File: config.mk
export PLATFORM = sky130hd
export DESIGN_NAME = spm_port
export DESIGN_NICKNAME = d
export VERILOG_FILES = /design/src/spm_pkg.sv /design/src/spm_port.sv
export SDC_FILE = /design/constraint.sdc
export NUM_CORES = 1
export LEC_CHECK = 0
export BUFFER_PORTS_ARGS = -buffer_cell sky130_fd_sc_hd__clkbuf_2
export CORE_UTILIZATION = 40
export CTS_BUF_LIST = sky130_fd_sc_hd__clkbuf_16
export DETAILED_ROUTE_END_ITERATION = 12
export PLACE_DENSITY_LB_ADDON = 0.15
export RECOVER_POWER = 25
export SYNTH_ARGS = -nofsm -noshare
export SYNTH_HDL_FRONTEND = slang
export SYNTH_SLANG_ARGS = --single-unit
File: constraint.sdc
create_clock -name clk_i -period 7.82 [get_ports clk_i]
set_clock_uncertainty 0.15 [all_clocks]
set_input_delay 0.782 -clock clk_i [delete_from_list [all_inputs] [get_ports clk_i]]
set_output_delay 0.782 -clock clk_i [all_outputs]
set_load 0.01 [all_outputs]
File: src/spm_pkg.sv
// Constants, register map and carrier types for the serial peripheral port
package spm_pkg;

  // ==========================================================================
  // Register byte offsets
  localparam logic [7:0] ADR_CTRL = 8'h00;
  localparam logic [7:0] ADR_STAT = 8'h04;
  localparam logic [7:0] ADR_DATA = 8'h08;
  localparam logic [7:0] ADR_PINS = 8'h0C;

  // ==========================================================================
  // Control register fields
  localparam int CTRL_IE = 7;
  localparam int CTRL_EN = 6;
  localparam int CTRL_LSB = 5;
  localparam int CTRL_MASTER_SELECT = 4;
  localparam int CTRL_CPOL = 3;
  localparam int CTRL_CPHA = 2;
  localparam int CTRL_RATE_HI = 1;
  localparam int CTRL_RATE_LO = 0;

  // Status register fields
  localparam int STAT_DONE = 7;
  localparam int STAT_WRITE_COLLISION_FLAG = 6;
  localparam int STAT_DBL = 0;

  // Pin configuration register fields
  localparam int PIN_MOSI_OUT = 0;
  localparam int PIN_MISO_OUT = 1;
  localparam int PIN_SCK_OUT = 2;
  localparam int PIN_SS_OUT = 3;
  localparam int PIN_SS_LEVEL = 4;

  // ==========================================================================
  // Reset values
  localparam logic [7:0] CTRL_RST = 8'h00;
  localparam logic [4:0] PINS_RST = 5'h00;

  // ==========================================================================
  // Master clock divisors per rate code, normal and double rate
  localparam logic [7:0] DIV_NORM [4] = '{8'h04, 8'h10, 8'h40, 8'h80};
  localparam logic [7:0] DIV_DBL [4] = '{8'h02, 8'h08, 8'h20, 8'h40};
  localparam logic [3:0] BYTE_BITS = 4'h8;

  // ==========================================================================
  // Types
  typedef enum logic {SPM_IDLE, SPM_RUN} spm_eng_t;

  typedef struct packed {
    logic cyc;
    logic stb;
    logic we;
    logic [7:0] adr;
    logic [3:0] sel;
    logic [31:0] dat;
  } spm_wb_req_t;

  typedef struct packed {
    logic sck;
    logic mosi;
    logic miso;
    logic ss;
  } spm_pins_t;

  typedef struct packed {
    spm_eng_t eng;
    logic [7:0] ctrl;
    logic dbl;
    logic [4:0] pdir;
    logic done_flag;
    logic write_collision_flag_flag;
    logic done_seen;
    logic write_collision_flag_seen;
    logic [7:0] sr;
    logic [7:0] rxbuf;
    logic dout;
    logic sck;
    logic [3:0] bitcnt;
    logic [6:0] divcnt;
    logic ss_s1;
    logic ss_s2;
    logic ss_s3;
    logic sck_s1;
    logic sck_s2;
    logic sck_s3;
    logic ack;
    logic [7:0] dat;
  } spm_state_t;

endpackage

File: src/spm_port.sv
// Byte-wide serial peripheral port, master or slave, with Wishbone registers
//
// Notes on behaviour
// - Slave with select low is active; data out driven only if configured.
// - Slave with select high keeps all pins input and accepts no data.
// - Select rising in slave resets bit counter and drops partial bits.
// - Master with select as output: plain output, no engine effect.
// - Master with select input low: drop master bit, become slave.
// - That forced switch also sets the done flag, raising interrupt.
// - Drive and sample on opposite edges in all four modes.
// - Polarity bit 3 sets clock idle level and leading edge direction.
// - Phase bit 2 picks sampling on leading or trailing edge.
// - Order bit 5 sends least significant bit first when one.
// - Enable bit 6 must be one for any transfer.
// - Interrupt enable bit 7 requests interrupt with done flag and global enable.
// - Master rate codes divide by 4,16,64,128, or 2,8,32,64 doubled.
// - Rate bits ignored in slave role.
// - Done flag at status 7; cleared by vector or status read then data access.
// - Collision flag at status 6 set on data write during transfer.
// - Status bits 5 to 1 read zero.
// - Double rate bit at status 0 doubles master clock.
// - Data write starts transmission; data read returns receive buffer.
// - Master shifts eight bits, stops, sets done flag, keeps byte.
// - Single buffered transmit; double buffered receive, overwrite on overrun.
`timescale 1ns/10ps

module spm_port
  import spm_pkg::*;
(
  // Clock and reset
  input wire logic clk_i,
  input wire logic rst_i,
  // Wishbone slave
  input wire spm_wb_req_t wb_i,
  output logic wb_ack_o,
  output logic [31:0] wb_dat_o,
  // Interrupt
  input wire logic gie_i,
  input wire logic irq_ack_i,
  output logic irq_o,
  // Serial pins
  input wire spm_pins_t pin_i,
  output spm_pins_t pin_o,
  output spm_pins_t pin_oe_o
);

  spm_state_t s;
  spm_state_t next_s;

  function automatic logic out_bit(input logic [7:0] v, input logic lsb);
    out_bit = lsb ? v[0] : v[7];
  endfunction

  function automatic logic [7:0] shift_in(input logic [7:0] v, input logic b, input logic lsb);
    shift_in = lsb ? {b, v[7:1]} : {v[6:0], b};
  endfunction

  // ==========================================================================
  // Next state
  always_comb begin
    logic en;
    logic master_select;
    logic cpol;
    logic cpha;
    logic lsb;
    logic acc;
    logic wr;
    logic rd;
    logic busy;
    logic slv_act;
    logic ledge;
    logic tedge;
    logic samp;
    logic setup;
    logic in_bit;
    logic [1:0] rate;
    logic [7:0] div;
    logic [6:0] half_m1;
    logic [3:0] cnt;
    en = s.ctrl[CTRL_EN];
    master_select = s.ctrl[CTRL_MASTER_SELECT];
    cpol = s.ctrl[CTRL_CPOL];
    cpha = s.ctrl[CTRL_CPHA];
    lsb = s.ctrl[CTRL_LSB];
    next_s = s;
    next_s.ack = 1'b0;
    // Two-flop synchronisers, third stage for edge detection
    next_s.ss_s1 = pin_i.ss;
    next_s.ss_s2 = s.ss_s1;
    next_s.ss_s3 = s.ss_s2;
    next_s.sck_s1 = pin_i.sck;
    next_s.sck_s2 = s.sck_s1;
    next_s.sck_s3 = s.sck_s2;

    // ========================================================================
    // Bus access, one wait-free acknowledge per request
    acc = wb_i.cyc & wb_i.stb & ~s.ack;
    wr = acc & wb_i.we & wb_i.sel[0];
    rd = acc & ~wb_i.we;
    busy = (s.eng == SPM_RUN) | (s.bitcnt != 4'h0);
    next_s.ack = acc;
    if (acc) begin
      next_s.dat = 8'h00;
    end
    if (rd) begin
      unique case (wb_i.adr)
        ADR_CTRL: next_s.dat = s.ctrl;
        ADR_STAT: next_s.dat = {s.done_flag, s.write_collision_flag_flag, 5'h00, s.dbl};
        ADR_DATA: next_s.dat = s.rxbuf;
        ADR_PINS: next_s.dat = {3'h0, s.pdir};
        default: next_s.dat = 8'h00;
      endcase
    end
    // Status read arms the clear; the next data access performs it
    if (rd && wb_i.adr == ADR_STAT) begin
      next_s.done_seen = s.done_flag;
      next_s.write_collision_flag_seen = s.write_collision_flag_flag;
    end
    if (acc && wb_i.adr == ADR_DATA) begin
      if (s.done_seen || s.write_collision_flag_seen) begin
        next_s.done_flag = 1'b0;
        next_s.write_collision_flag_flag = 1'b0;
      end
      next_s.done_seen = 1'b0;
      next_s.write_collision_flag_seen = 1'b0;
    end
    if (irq_ack_i) begin
      next_s.done_flag = 1'b0;
    end
    if (wr) begin
      unique case (wb_i.adr)
        ADR_CTRL: next_s.ctrl = wb_i.dat[7:0];
        ADR_STAT: next_s.dbl = wb_i.dat[STAT_DBL];
        ADR_PINS: next_s.pdir = wb_i.dat[4:0];
        ADR_DATA: begin
          if (!busy) begin
            // Transmit is single buffered: the byte goes straight to the shifter
            next_s.sr = wb_i.dat[7:0];
            next_s.dout = out_bit(wb_i.dat[7:0], lsb);
            if (en && master_select) begin
              next_s.eng = SPM_RUN;
              next_s.divcnt = 7'h00;
            end
          end
        end
        default: ;
      endcase
    end

    // ========================================================================
    // Serial engine
    rate = {s.ctrl[CTRL_RATE_HI], s.ctrl[CTRL_RATE_LO]};
    div = s.dbl ? DIV_DBL[rate] : DIV_NORM[rate];
    half_m1 = 7'(div[7:1] - 7'h01);
    slv_act = en & ~master_select & ~s.ss_s2;
    ledge = 1'b0;
    tedge = 1'b0;
    in_bit = 1'b0;
    if (en && master_select && s.eng == SPM_RUN) begin
      in_bit = pin_i.miso;
      if (s.divcnt == half_m1) begin
        next_s.divcnt = 7'h00;
        next_s.sck = ~s.sck;
        ledge = (s.sck == cpol);
        tedge = ~ledge;
      end else begin
        next_s.divcnt = 7'(s.divcnt + 7'h01);
      end
    end else if (slv_act) begin
      // Rate bits play no part here; timing comes from the external clock
      in_bit = pin_i.mosi;
      ledge = cpol ? (~s.sck_s2 & s.sck_s3) : (s.sck_s2 & ~s.sck_s3);
      tedge = cpol ? (s.sck_s2 & ~s.sck_s3) : (~s.sck_s2 & s.sck_s3);
    end
    samp = cpha ? tedge : ledge;
    setup = cpha ? ledge : tedge;
    cnt = s.bitcnt;
    if (samp) begin
      next_s.sr = shift_in(s.sr, in_bit, lsb);
      cnt = 4'(s.bitcnt + 4'h1);
    end
    if (setup) begin
      next_s.dout = out_bit(s.sr, lsb);
    end
    next_s.bitcnt = cnt;
    // Master ends after the eighth trailing edge, slave at the eighth sample
    if (cnt == BYTE_BITS && ((master_select && tedge) || (!master_select && samp))) begin
      next_s.bitcnt = 4'h0;
      next_s.eng = SPM_IDLE;
      // Overwrites an unread byte; receive holds only one finished byte
      next_s.rxbuf = next_s.sr;
      next_s.done_flag = 1'b1;
    end
    // Select released: drop the byte in flight
    if (en && !master_select && s.ss_s2 && !s.ss_s3) begin
      next_s.bitcnt = 4'h0;
      next_s.sr = 8'h00;
      next_s.dout = 1'b0;
    end
    // Another master pulled select low while it is an input
    if (en && master_select && !s.pdir[PIN_SS_OUT] && !s.ss_s2) begin
      next_s.ctrl[CTRL_MASTER_SELECT] = 1'b0;
      next_s.eng = SPM_IDLE;
      next_s.bitcnt = 4'h0;
      next_s.done_flag = 1'b1;
    end
    if (!en) begin
      next_s.eng = SPM_IDLE;
      next_s.bitcnt = 4'h0;
    end
    if (next_s.eng == SPM_IDLE) begin
      next_s.sck = next_s.ctrl[CTRL_CPOL];
    end
    // Collision set last so it wins over a clear in the same cycle
    if (wr && wb_i.adr == ADR_DATA && busy) begin
      next_s.write_collision_flag_flag = 1'b1;
    end
  end

  // ==========================================================================
  // State register
  always_ff @(posedge clk_i) begin
    if (rst_i) begin
      s <= '0;
    end else begin
      s <= next_s;
    end
  end

  // ==========================================================================
  // Outputs
  assign wb_ack_o = s.ack;
  assign wb_dat_o = {24'h000000, s.dat};
  assign irq_o = s.ctrl[CTRL_IE] & s.done_flag & gie_i;

  assign pin_o.sck = s.sck;
  assign pin_o.mosi = s.dout;
  assign pin_o.miso = s.dout;
  assign pin_o.ss = s.pdir[PIN_SS_LEVEL];

  // Master pins go input as soon as the master bit drops
  assign pin_oe_o.mosi = s.ctrl[CTRL_EN] & s.ctrl[CTRL_MASTER_SELECT] & s.pdir[PIN_MOSI_OUT];
  assign pin_oe_o.sck = s.ctrl[CTRL_EN] & s.ctrl[CTRL_MASTER_SELECT] & s.pdir[PIN_SCK_OUT];
  assign pin_oe_o.miso = s.ctrl[CTRL_EN] & ~s.ctrl[CTRL_MASTER_SELECT] & ~s.ss_s2 & s.pdir[PIN_MISO_OUT];
  assign pin_oe_o.ss = s.pdir[PIN_SS_OUT] & ~(s.ctrl[CTRL_EN] & ~s.ctrl[CTRL_MASTER_SELECT]);

endmodule

## Yosys cells after proc, flatten, opt, wreduce, memory -nomap -nowiden

Cells that the tools add are included.

- Register bits: 63
- Bits of input ports: 55
- Output and inout bits: 42
- Logic and storage cells: 170

- Add/sub/neg operators: 3
- $lt $le $gt $ge: 1
- Equal/unequal tests: 10
- Multiplexer cells: 60
- Bitwise gates (word level): 28
- Reductions and logical operators: 44

Operators with widths:

| kind | number |
|---|---|
| $mux W8 | 13 |
| $mux W7 | 6 |
| $bmux W8 S2 | 2 |
| $mux W1 | 32 |
| $pmux W8 S4 | 1 |
| $and A1 B1 Y1 | 16 |
| $eq A8 B4 Y1 const B | 2 |
| $reduce_bool A2 Y1 | 8 |
| $mux W15 | 1 |
| $logic_and A1 B1 Y1 | 14 |
| $reduce_and A2 Y1 | 6 |
| $reduce_bool A4 Y1 | 3 |
| $not A1 Y1 | 10 |
| $eq A8 B3 Y1 const B | 1 |
| $logic_not A8 Y1 | 1 |
| $mux W4 | 2 |
| $add A7 B1 Y7 const B | 1 |
| $eq A7 B7 Y1 | 1 |
| $sub A7 B1 Y7 const B | 1 |
| $ne A2 B1 Y1 const B | 3 |
| $reduce_or A2 Y1 | 3 |
| $mux W5 | 1 |
| $reduce_or A5 Y1 | 1 |
| $add A4 B1 Y4 const B | 1 |
| 11 further kinds | 16 |

## Logic depth before layout (Yosys ltp)

- Word-level depth: 18
- Gate-level depth with buffers: 12
- Gate-level depth less buffers: 10

## Least setup slack after synthesis

Ideal clock, no wire load.

- Path kind: input -> register
- From: input wb_i[37] in the netlist's numbering
- To: register s (netlist bit pin_o[3])
- Library setup time: 0.121 ns
- Arrival time: 2.752 ns
- Data required time: 7.549 ns
- Path slack: 4.797 ns
- Stages: 7
- Path buffers: 1
- Path through: or4_1 > or4_1 > or3_1 > buf_6 > mux2i_1 > nor2_1 > mux2_2

- Word-level cells in the longest chain between the ends: 8
- Elaborated cells on any way between the ends: 12
- Classes of those cells: eq/ne (3); mux (7); reduce/logical (2)

Ends and longest elaborated chain:

| item | line | text |
|---|---|---|
| start, declared | spm_port.sv:34 | `input wire spm_wb_req_t wb_i,` |
| $eq A8 B4 Y1 | spm_port.sv:131 | `unique case (wb_i.adr)` |
| $mux W1 | spm_port.sv:131 |  |
| $mux W15 * | spm_port.sv:130 | `if (wr) begin` |
| $mux W1 | spm_port.sv:187 | `if (cnt == BYTE_BITS && ((master_select && tedge) \|\| (!master_select && samp))) begin` |
| $mux W1 | spm_port.sv:201 | `if (en && master_select && !s.pdir[PIN_SS_OUT] && !s.ss_s2) begin` |
| $mux W1 | spm_port.sv:207 | `if (!en) begin` |
| $ne A2 B1 Y1 (no line) | -- |  |
| $reduce_and A2 Y1 (no line) | -- |  |
| end signal, assigned | spm_port.sv:226 | `s <= next_s;` |
| end, declared | spm_port.sv:47 | `spm_state_t s;` |

Every way passes the cells marked *; elsewhere a longest branch is shown, timed or not.
A chain may end at the register's enable or synchronous reset.

## Worst setup path in the final report

- From: register s[55] in the netlist's numbering
- To: register s (netlist bit pin_o[3])

- Word-level cells in the longest chain between the ends: 18
- Elaborated cells on any way between the ends: 28
- Classes of those cells: add/sub (1); eq/ne (4); mux (17); bitwise (1); reduce/logical (5)

Ends and longest elaborated chain:

| item | line | text |
|---|---|---|
| $not A2 Y3 (not written as such) * | spm_port.sv:153 | `div = s.dbl ? DIV_DBL[rate] : DIV_NORM[rate];` |
| $bmux W8 S2 | spm_port.sv:153 |  |
| $mux W8 (not written as such) (2 in series) | spm_port.sv:153 |  |
| $mux W8 * | spm_port.sv:153 |  |
| $sub A7 B1 Y7 * | spm_port.sv:154 | `half_m1 = 7'(div[7:1] - 7'h01);` |
| $eq A7 B7 Y1 * | spm_port.sv:161 | `if (s.divcnt == half_m1) begin` |
| $mux W1 | spm_port.sv:161 |  |
| $mux W1 | spm_port.sv:159 | `if (en && master_select && s.eng == SPM_RUN) begin` |
| $mux W1 | spm_port.sv:175 | `samp = cpha ? tedge : ledge;` |
| $mux W4 or $logic_and A1 B1 Y1 (tied branches) | spm_port.sv:178, spm_port.sv:187 |  |
| $eq A4 B4 Y1 or $logic_or A1 B1 Y1 (tied branches) | spm_port.sv:187 |  |
| $logic_and A1 B1 Y1 | spm_port.sv:187 |  |
| $mux W1 | spm_port.sv:187 |  |
| $mux W1 | spm_port.sv:201 |  |
| $mux W1 | spm_port.sv:207 |  |
| $ne A2 B1 Y1 (no line) | -- |  |
| $reduce_and A2 Y1 (no line) | -- |  |

Every way passes the cells marked *; elsewhere a longest branch is shown, timed or not. The select of a mux whose other input is x is not followed.

==> impl_metrics.json <==
{
  "critPathRequiredTime_ns": 7.88,
  "clk_pin_slew_ns": 0.06,
  "tightest_slew_ns": 2.342,
  "finalCritPeriodShare": 0.4612,
  "holdCritPathClass": "reg -> reg",
  "status": "complete, but fails checks",
  "setup_viol": 0,
  "area_delta_synth_final_pct": 9.512,
  "crit_slowest_cell": "o211a_1",
  "insertedDiodeCount": 0,
  "relSlewSlack": -0.5612,
  "seqPwrFrac": 0.436,
  "drt_iter0_markers": 132,
  "cts_tree": "yes",
  "fin_nets": 510,
  "grt_util_all_layers": 0.1896,
  "yosysWarnings": 0,
  "avgRoutedWirePerCell_um": 15.05,
  "critPathArrivalTime_ns": 3.67,
  "timing.rr.end": "pin_o[3]$_SDFFE_PP0P_",
  "htreeDepth": 3,
  "grt_pass1_wl_mm": 14.11,
  "grt_pass1_vias": 2726,
  "cts_resized": 0,
  "fillers": 905,
  "post-route-util": 0.4564,
  "dieArea_sq_um": 9562,
  "first_pass_iters": 9,
  "cts-root-buf": "clkbuf_16",
  "worstSetupPathType": "reg -> reg",
  "max_cap_viol_count": 1,
  "hold_viol": 0,
  "rows": 34,
  "postRouteWirelength_mm": 8.488,
  "crit_fanout": 12,
  "antenna_found_initial": 0,
  "drive_gt1_frac": 0.1338,
  "mostFrequentLayoutCells": "dfxtp_1, nor2_1, mux2i_1",
  "intPower_mw": 0.5753,
  "violations": "design-rule violations, max-capacitance violations, max-slew violations",
  "min_path_cells": 1,
  "period_minus_slack_ns": 3.606,
  "vdd_drop_max_v": 0.00009763,
  "antenna_left": 0,
  "grt_max_degree": 52,
  "die_y_um": 97.79,
  "vias": 2974,
  "reg2reg_from": "s[55]$_SDFFE_PP0P_",
  "io_pins": 97,
  "power.share.switching": 0.2248,
  "insertion_delay_ns": 0.33,
  "path_cells": "or3_1 -> ha_1 -> nor4bb_1 -> a21oi_1 -> xnor2_1 -> nor4_4 -> o211a_1 -> or3_1 -> mux2_2",
  "fmax_mhz": 277.3,
  "p_clk_frac": 0.526,
  "synth_flop_cell": "dfxtp_1",
  "drc": 20,
  "whs_endpoint": "next_s[12]$_SDFF_PP0_",
  "hp-start": "next_s[13]$_SDFF_PP0_",
  "r2r_setup_slack_ns": 4.21,
  "avgSynthCellArea_sq_um": 8.495,
  "core_sq_um": 8806,
  "clkSinkCount": 63,
  "rr_worst_depth": 9,
  "die_w_um": 97.79,
  "netlist_instances": 432,
  "p_leak_nw": 1.630,
  "cts_setup_buffers": 0,
  "cts_made_buffers": 9,
  "final_common_cell": "dfxtp_1",
  "end_kind": "register",
  "maxSlewViolCount": 52,
  "rsz0062_at_grt": "no",
  "dpl.hpwl_mm": 6.014,
  "fin_tns_setup_ns": 0,
  "synthArstFlopShare": 0,
  "cts_hold_buf": 0,
  "viasPerCell": 5.273,
  "yosysUniqueCellTypes": 54,
  "p_per_area_nw_per_um2": 184.6,
  "cts_buffer_depth": 2,
  "p_switching_mw": 0.1668,
  "p_comb_frac": 0.038,
  "synth_edf_count": 0,
  "ys_ff_latch": 63,
  "initial_core_util": 0.4167,
  "portBuffers": 45,
  "syn_area_sq_um": 3670,
  "timing.critical_path.mode_cell": "or3_1",
  "multi_input_area_sq_um": 2081,
  "grt-ovfl-total": 0,
  "register_area_sq_um": 1261,
  "worst_path_largest_cell_delay_ns": 0.59,
  "globalplace.congestion": 0.8187,
  "ys_seq_area_frac": 0.3437,
  "cp-start-kind": "register"
}
-- kinds of logic (layout without fill, tap and decap cells) --
family,Yosys count,count (layout),synth area share
AO/OA/AOI/OAI,69,69,0.1231
XOR/XNOR,12,12,0.03478
adder cells (fa/ha/maj),4,4,0.01364
buffers and inverters,69,70,0.1129
flip-flops,63,63,0.3437
multiplexers,52,52,0.1466
other,1,24,0.001022
AND/OR/NAND/NOR,162,162,0.2244
-- per-stage QoR --
step                      area, sq um  power, mW  cells  hold slack, ns  worst slack, ns
after floorplan                  3756     0.3562    455          0.2638            4.797
after global placement           3747     0.3587    548          0.2776            4.288
after detailed placement         3747     0.3588    548          0.2811            4.226
after CTS                        4039     0.7482    564          0.2928            4.214
after global routing             4019     0.7715    564          0.3082            3.901
final                            4019     0.7421    564          0.2931            4.214
-- worst max-delay path, delay by kind of cell, from the launching register on --
family,cells,cell delay [ns]
and+or+nand+nor,4,1.46
xor gates and xnor gates,1,0.17
adders and majority gates,1,0.26
DFF,1,0.42
muxes,1,0.34
AOI/OAI and AO/OA,2,0.69
-- final cells by class --
class	instances	share of cell area
Clock buffer	9	0.05604
Timing Repair Buffer	48	0.05666
Tap cell	108	0.03362
Multi-Input combinational cell	323	0.5177
Inverter	6	0.005604
Clock inverter	7	0.01650
Sequential cell	63	0.3138
-- worst max path at each step --
| stage | start | endpoint | slack [ns] | cells past startpoint |
|---|---|---|---|---|
| finish | s[55]$_SDFFE_PP0P_ | pin_o[3]$_SDFFE_PP0P_ | 4.21 | 9 |
| global route | s[55]$_SDFFE_PP0P_ | pin_o[3]$_SDFFE_PP0P_ | 3.90 | 10 |
| CTS | s[55]$_SDFFE_PP0P_ | pin_o[3]$_SDFFE_PP0P_ | 4.21 | 10 |
| detailed placement | s[55]$_SDFFE_PP0P_ | pin_o[3]$_SDFFE_PP0P_ | 4.23 | 9 |
| global placement | s[55]$_SDFFE_PP0P_ | pin_o[3]$_SDFFE_PP0P_ | 4.29 | 9 |
| floorplan | wb_i[37] | pin_o[3]$_SDFFE_PP0P_ | 4.80 | 7 |
-- state kept, by name, summed over array words and instances (netlist names) --
name,flops
s,47
wb_dat_o,8
next_s,4
pin_o,3
wb_ack_o,1
-- synth_stat cells (2+ instances only) --
| master | count | area, sq um |
|---|---|---|
| nor3_1 | 14 | 70.07 |
| o211ai_1 | 2 | 15.01 |
| xnor2_1 | 7 | 61.31 |
| nand3b_1 | 5 | 37.54 |
| buf_1 | 2 | 7.510 |
| clkbuf_1 | 18 | 67.56 |
| ha_1 | 4 | 50.05 |
| inv_1 | 6 | 22.52 |
| xor2_1 | 3 | 26.28 |
| or4_1 | 3 | 22.52 |
| a21oi_1 | 6 | 30.03 |
| nor2_1 | 56 | 210.2 |
| mux2_2 | 4 | 45.04 |
| and3_1 | 6 | 37.54 |
| nand3_1 | 14 | 70.07 |
| or2_2 | 3 | 18.77 |
| a211oi_1 | 7 | 52.55 |
| or3_1 | 6 | 37.54 |
| nor3b_1 | 4 | 30.03 |
| dfxtp_1 | 63 | 1261 |
| nor2b_1 | 16 | 100.1 |
| nand2b_1 | 2 | 12.51 |
| o21ai_0 | 22 | 110.1 |
| a31oi_1 | 7 | 43.79 |
| buf_2 | 4 | 20.02 |
| mux2i_1 | 47 | 470.5 |
| nand2_1 | 22 | 82.58 |
| and2_1 | 6 | 37.54 |
| buf_4 | 38 | 285.3 |
| a22oi_1 | 11 | 82.58 |
-- layer usage --
metal	global-route usage	part of all wire	up-vias	wire length, um
met1	0.2666	0.52	1414	4429
met5	0	0	-	0
li1	-	-	1488	-
met2	0.2891	0.43	66	3687
met4	0.06294	0.0093	0	79
met3	0.03937	0.034	6	291
-- power groups by stage --
stage | Clock (mW) | Sequential (mW) | Combinational (mW)
after global placement | 0 | 0.330 | 0.0285
after detailed placement | 0 | 0.330 | 0.0286
after CTS | 0.396 | 0.323 | 0.0287
after global routing | 0.417 | 0.323 | 0.0313
final | 0.390 | 0.323 | 0.0285
after floorplan | 0 | 0.330 | 0.0261
No activity file was read; power rests on OpenSTA's default activity.
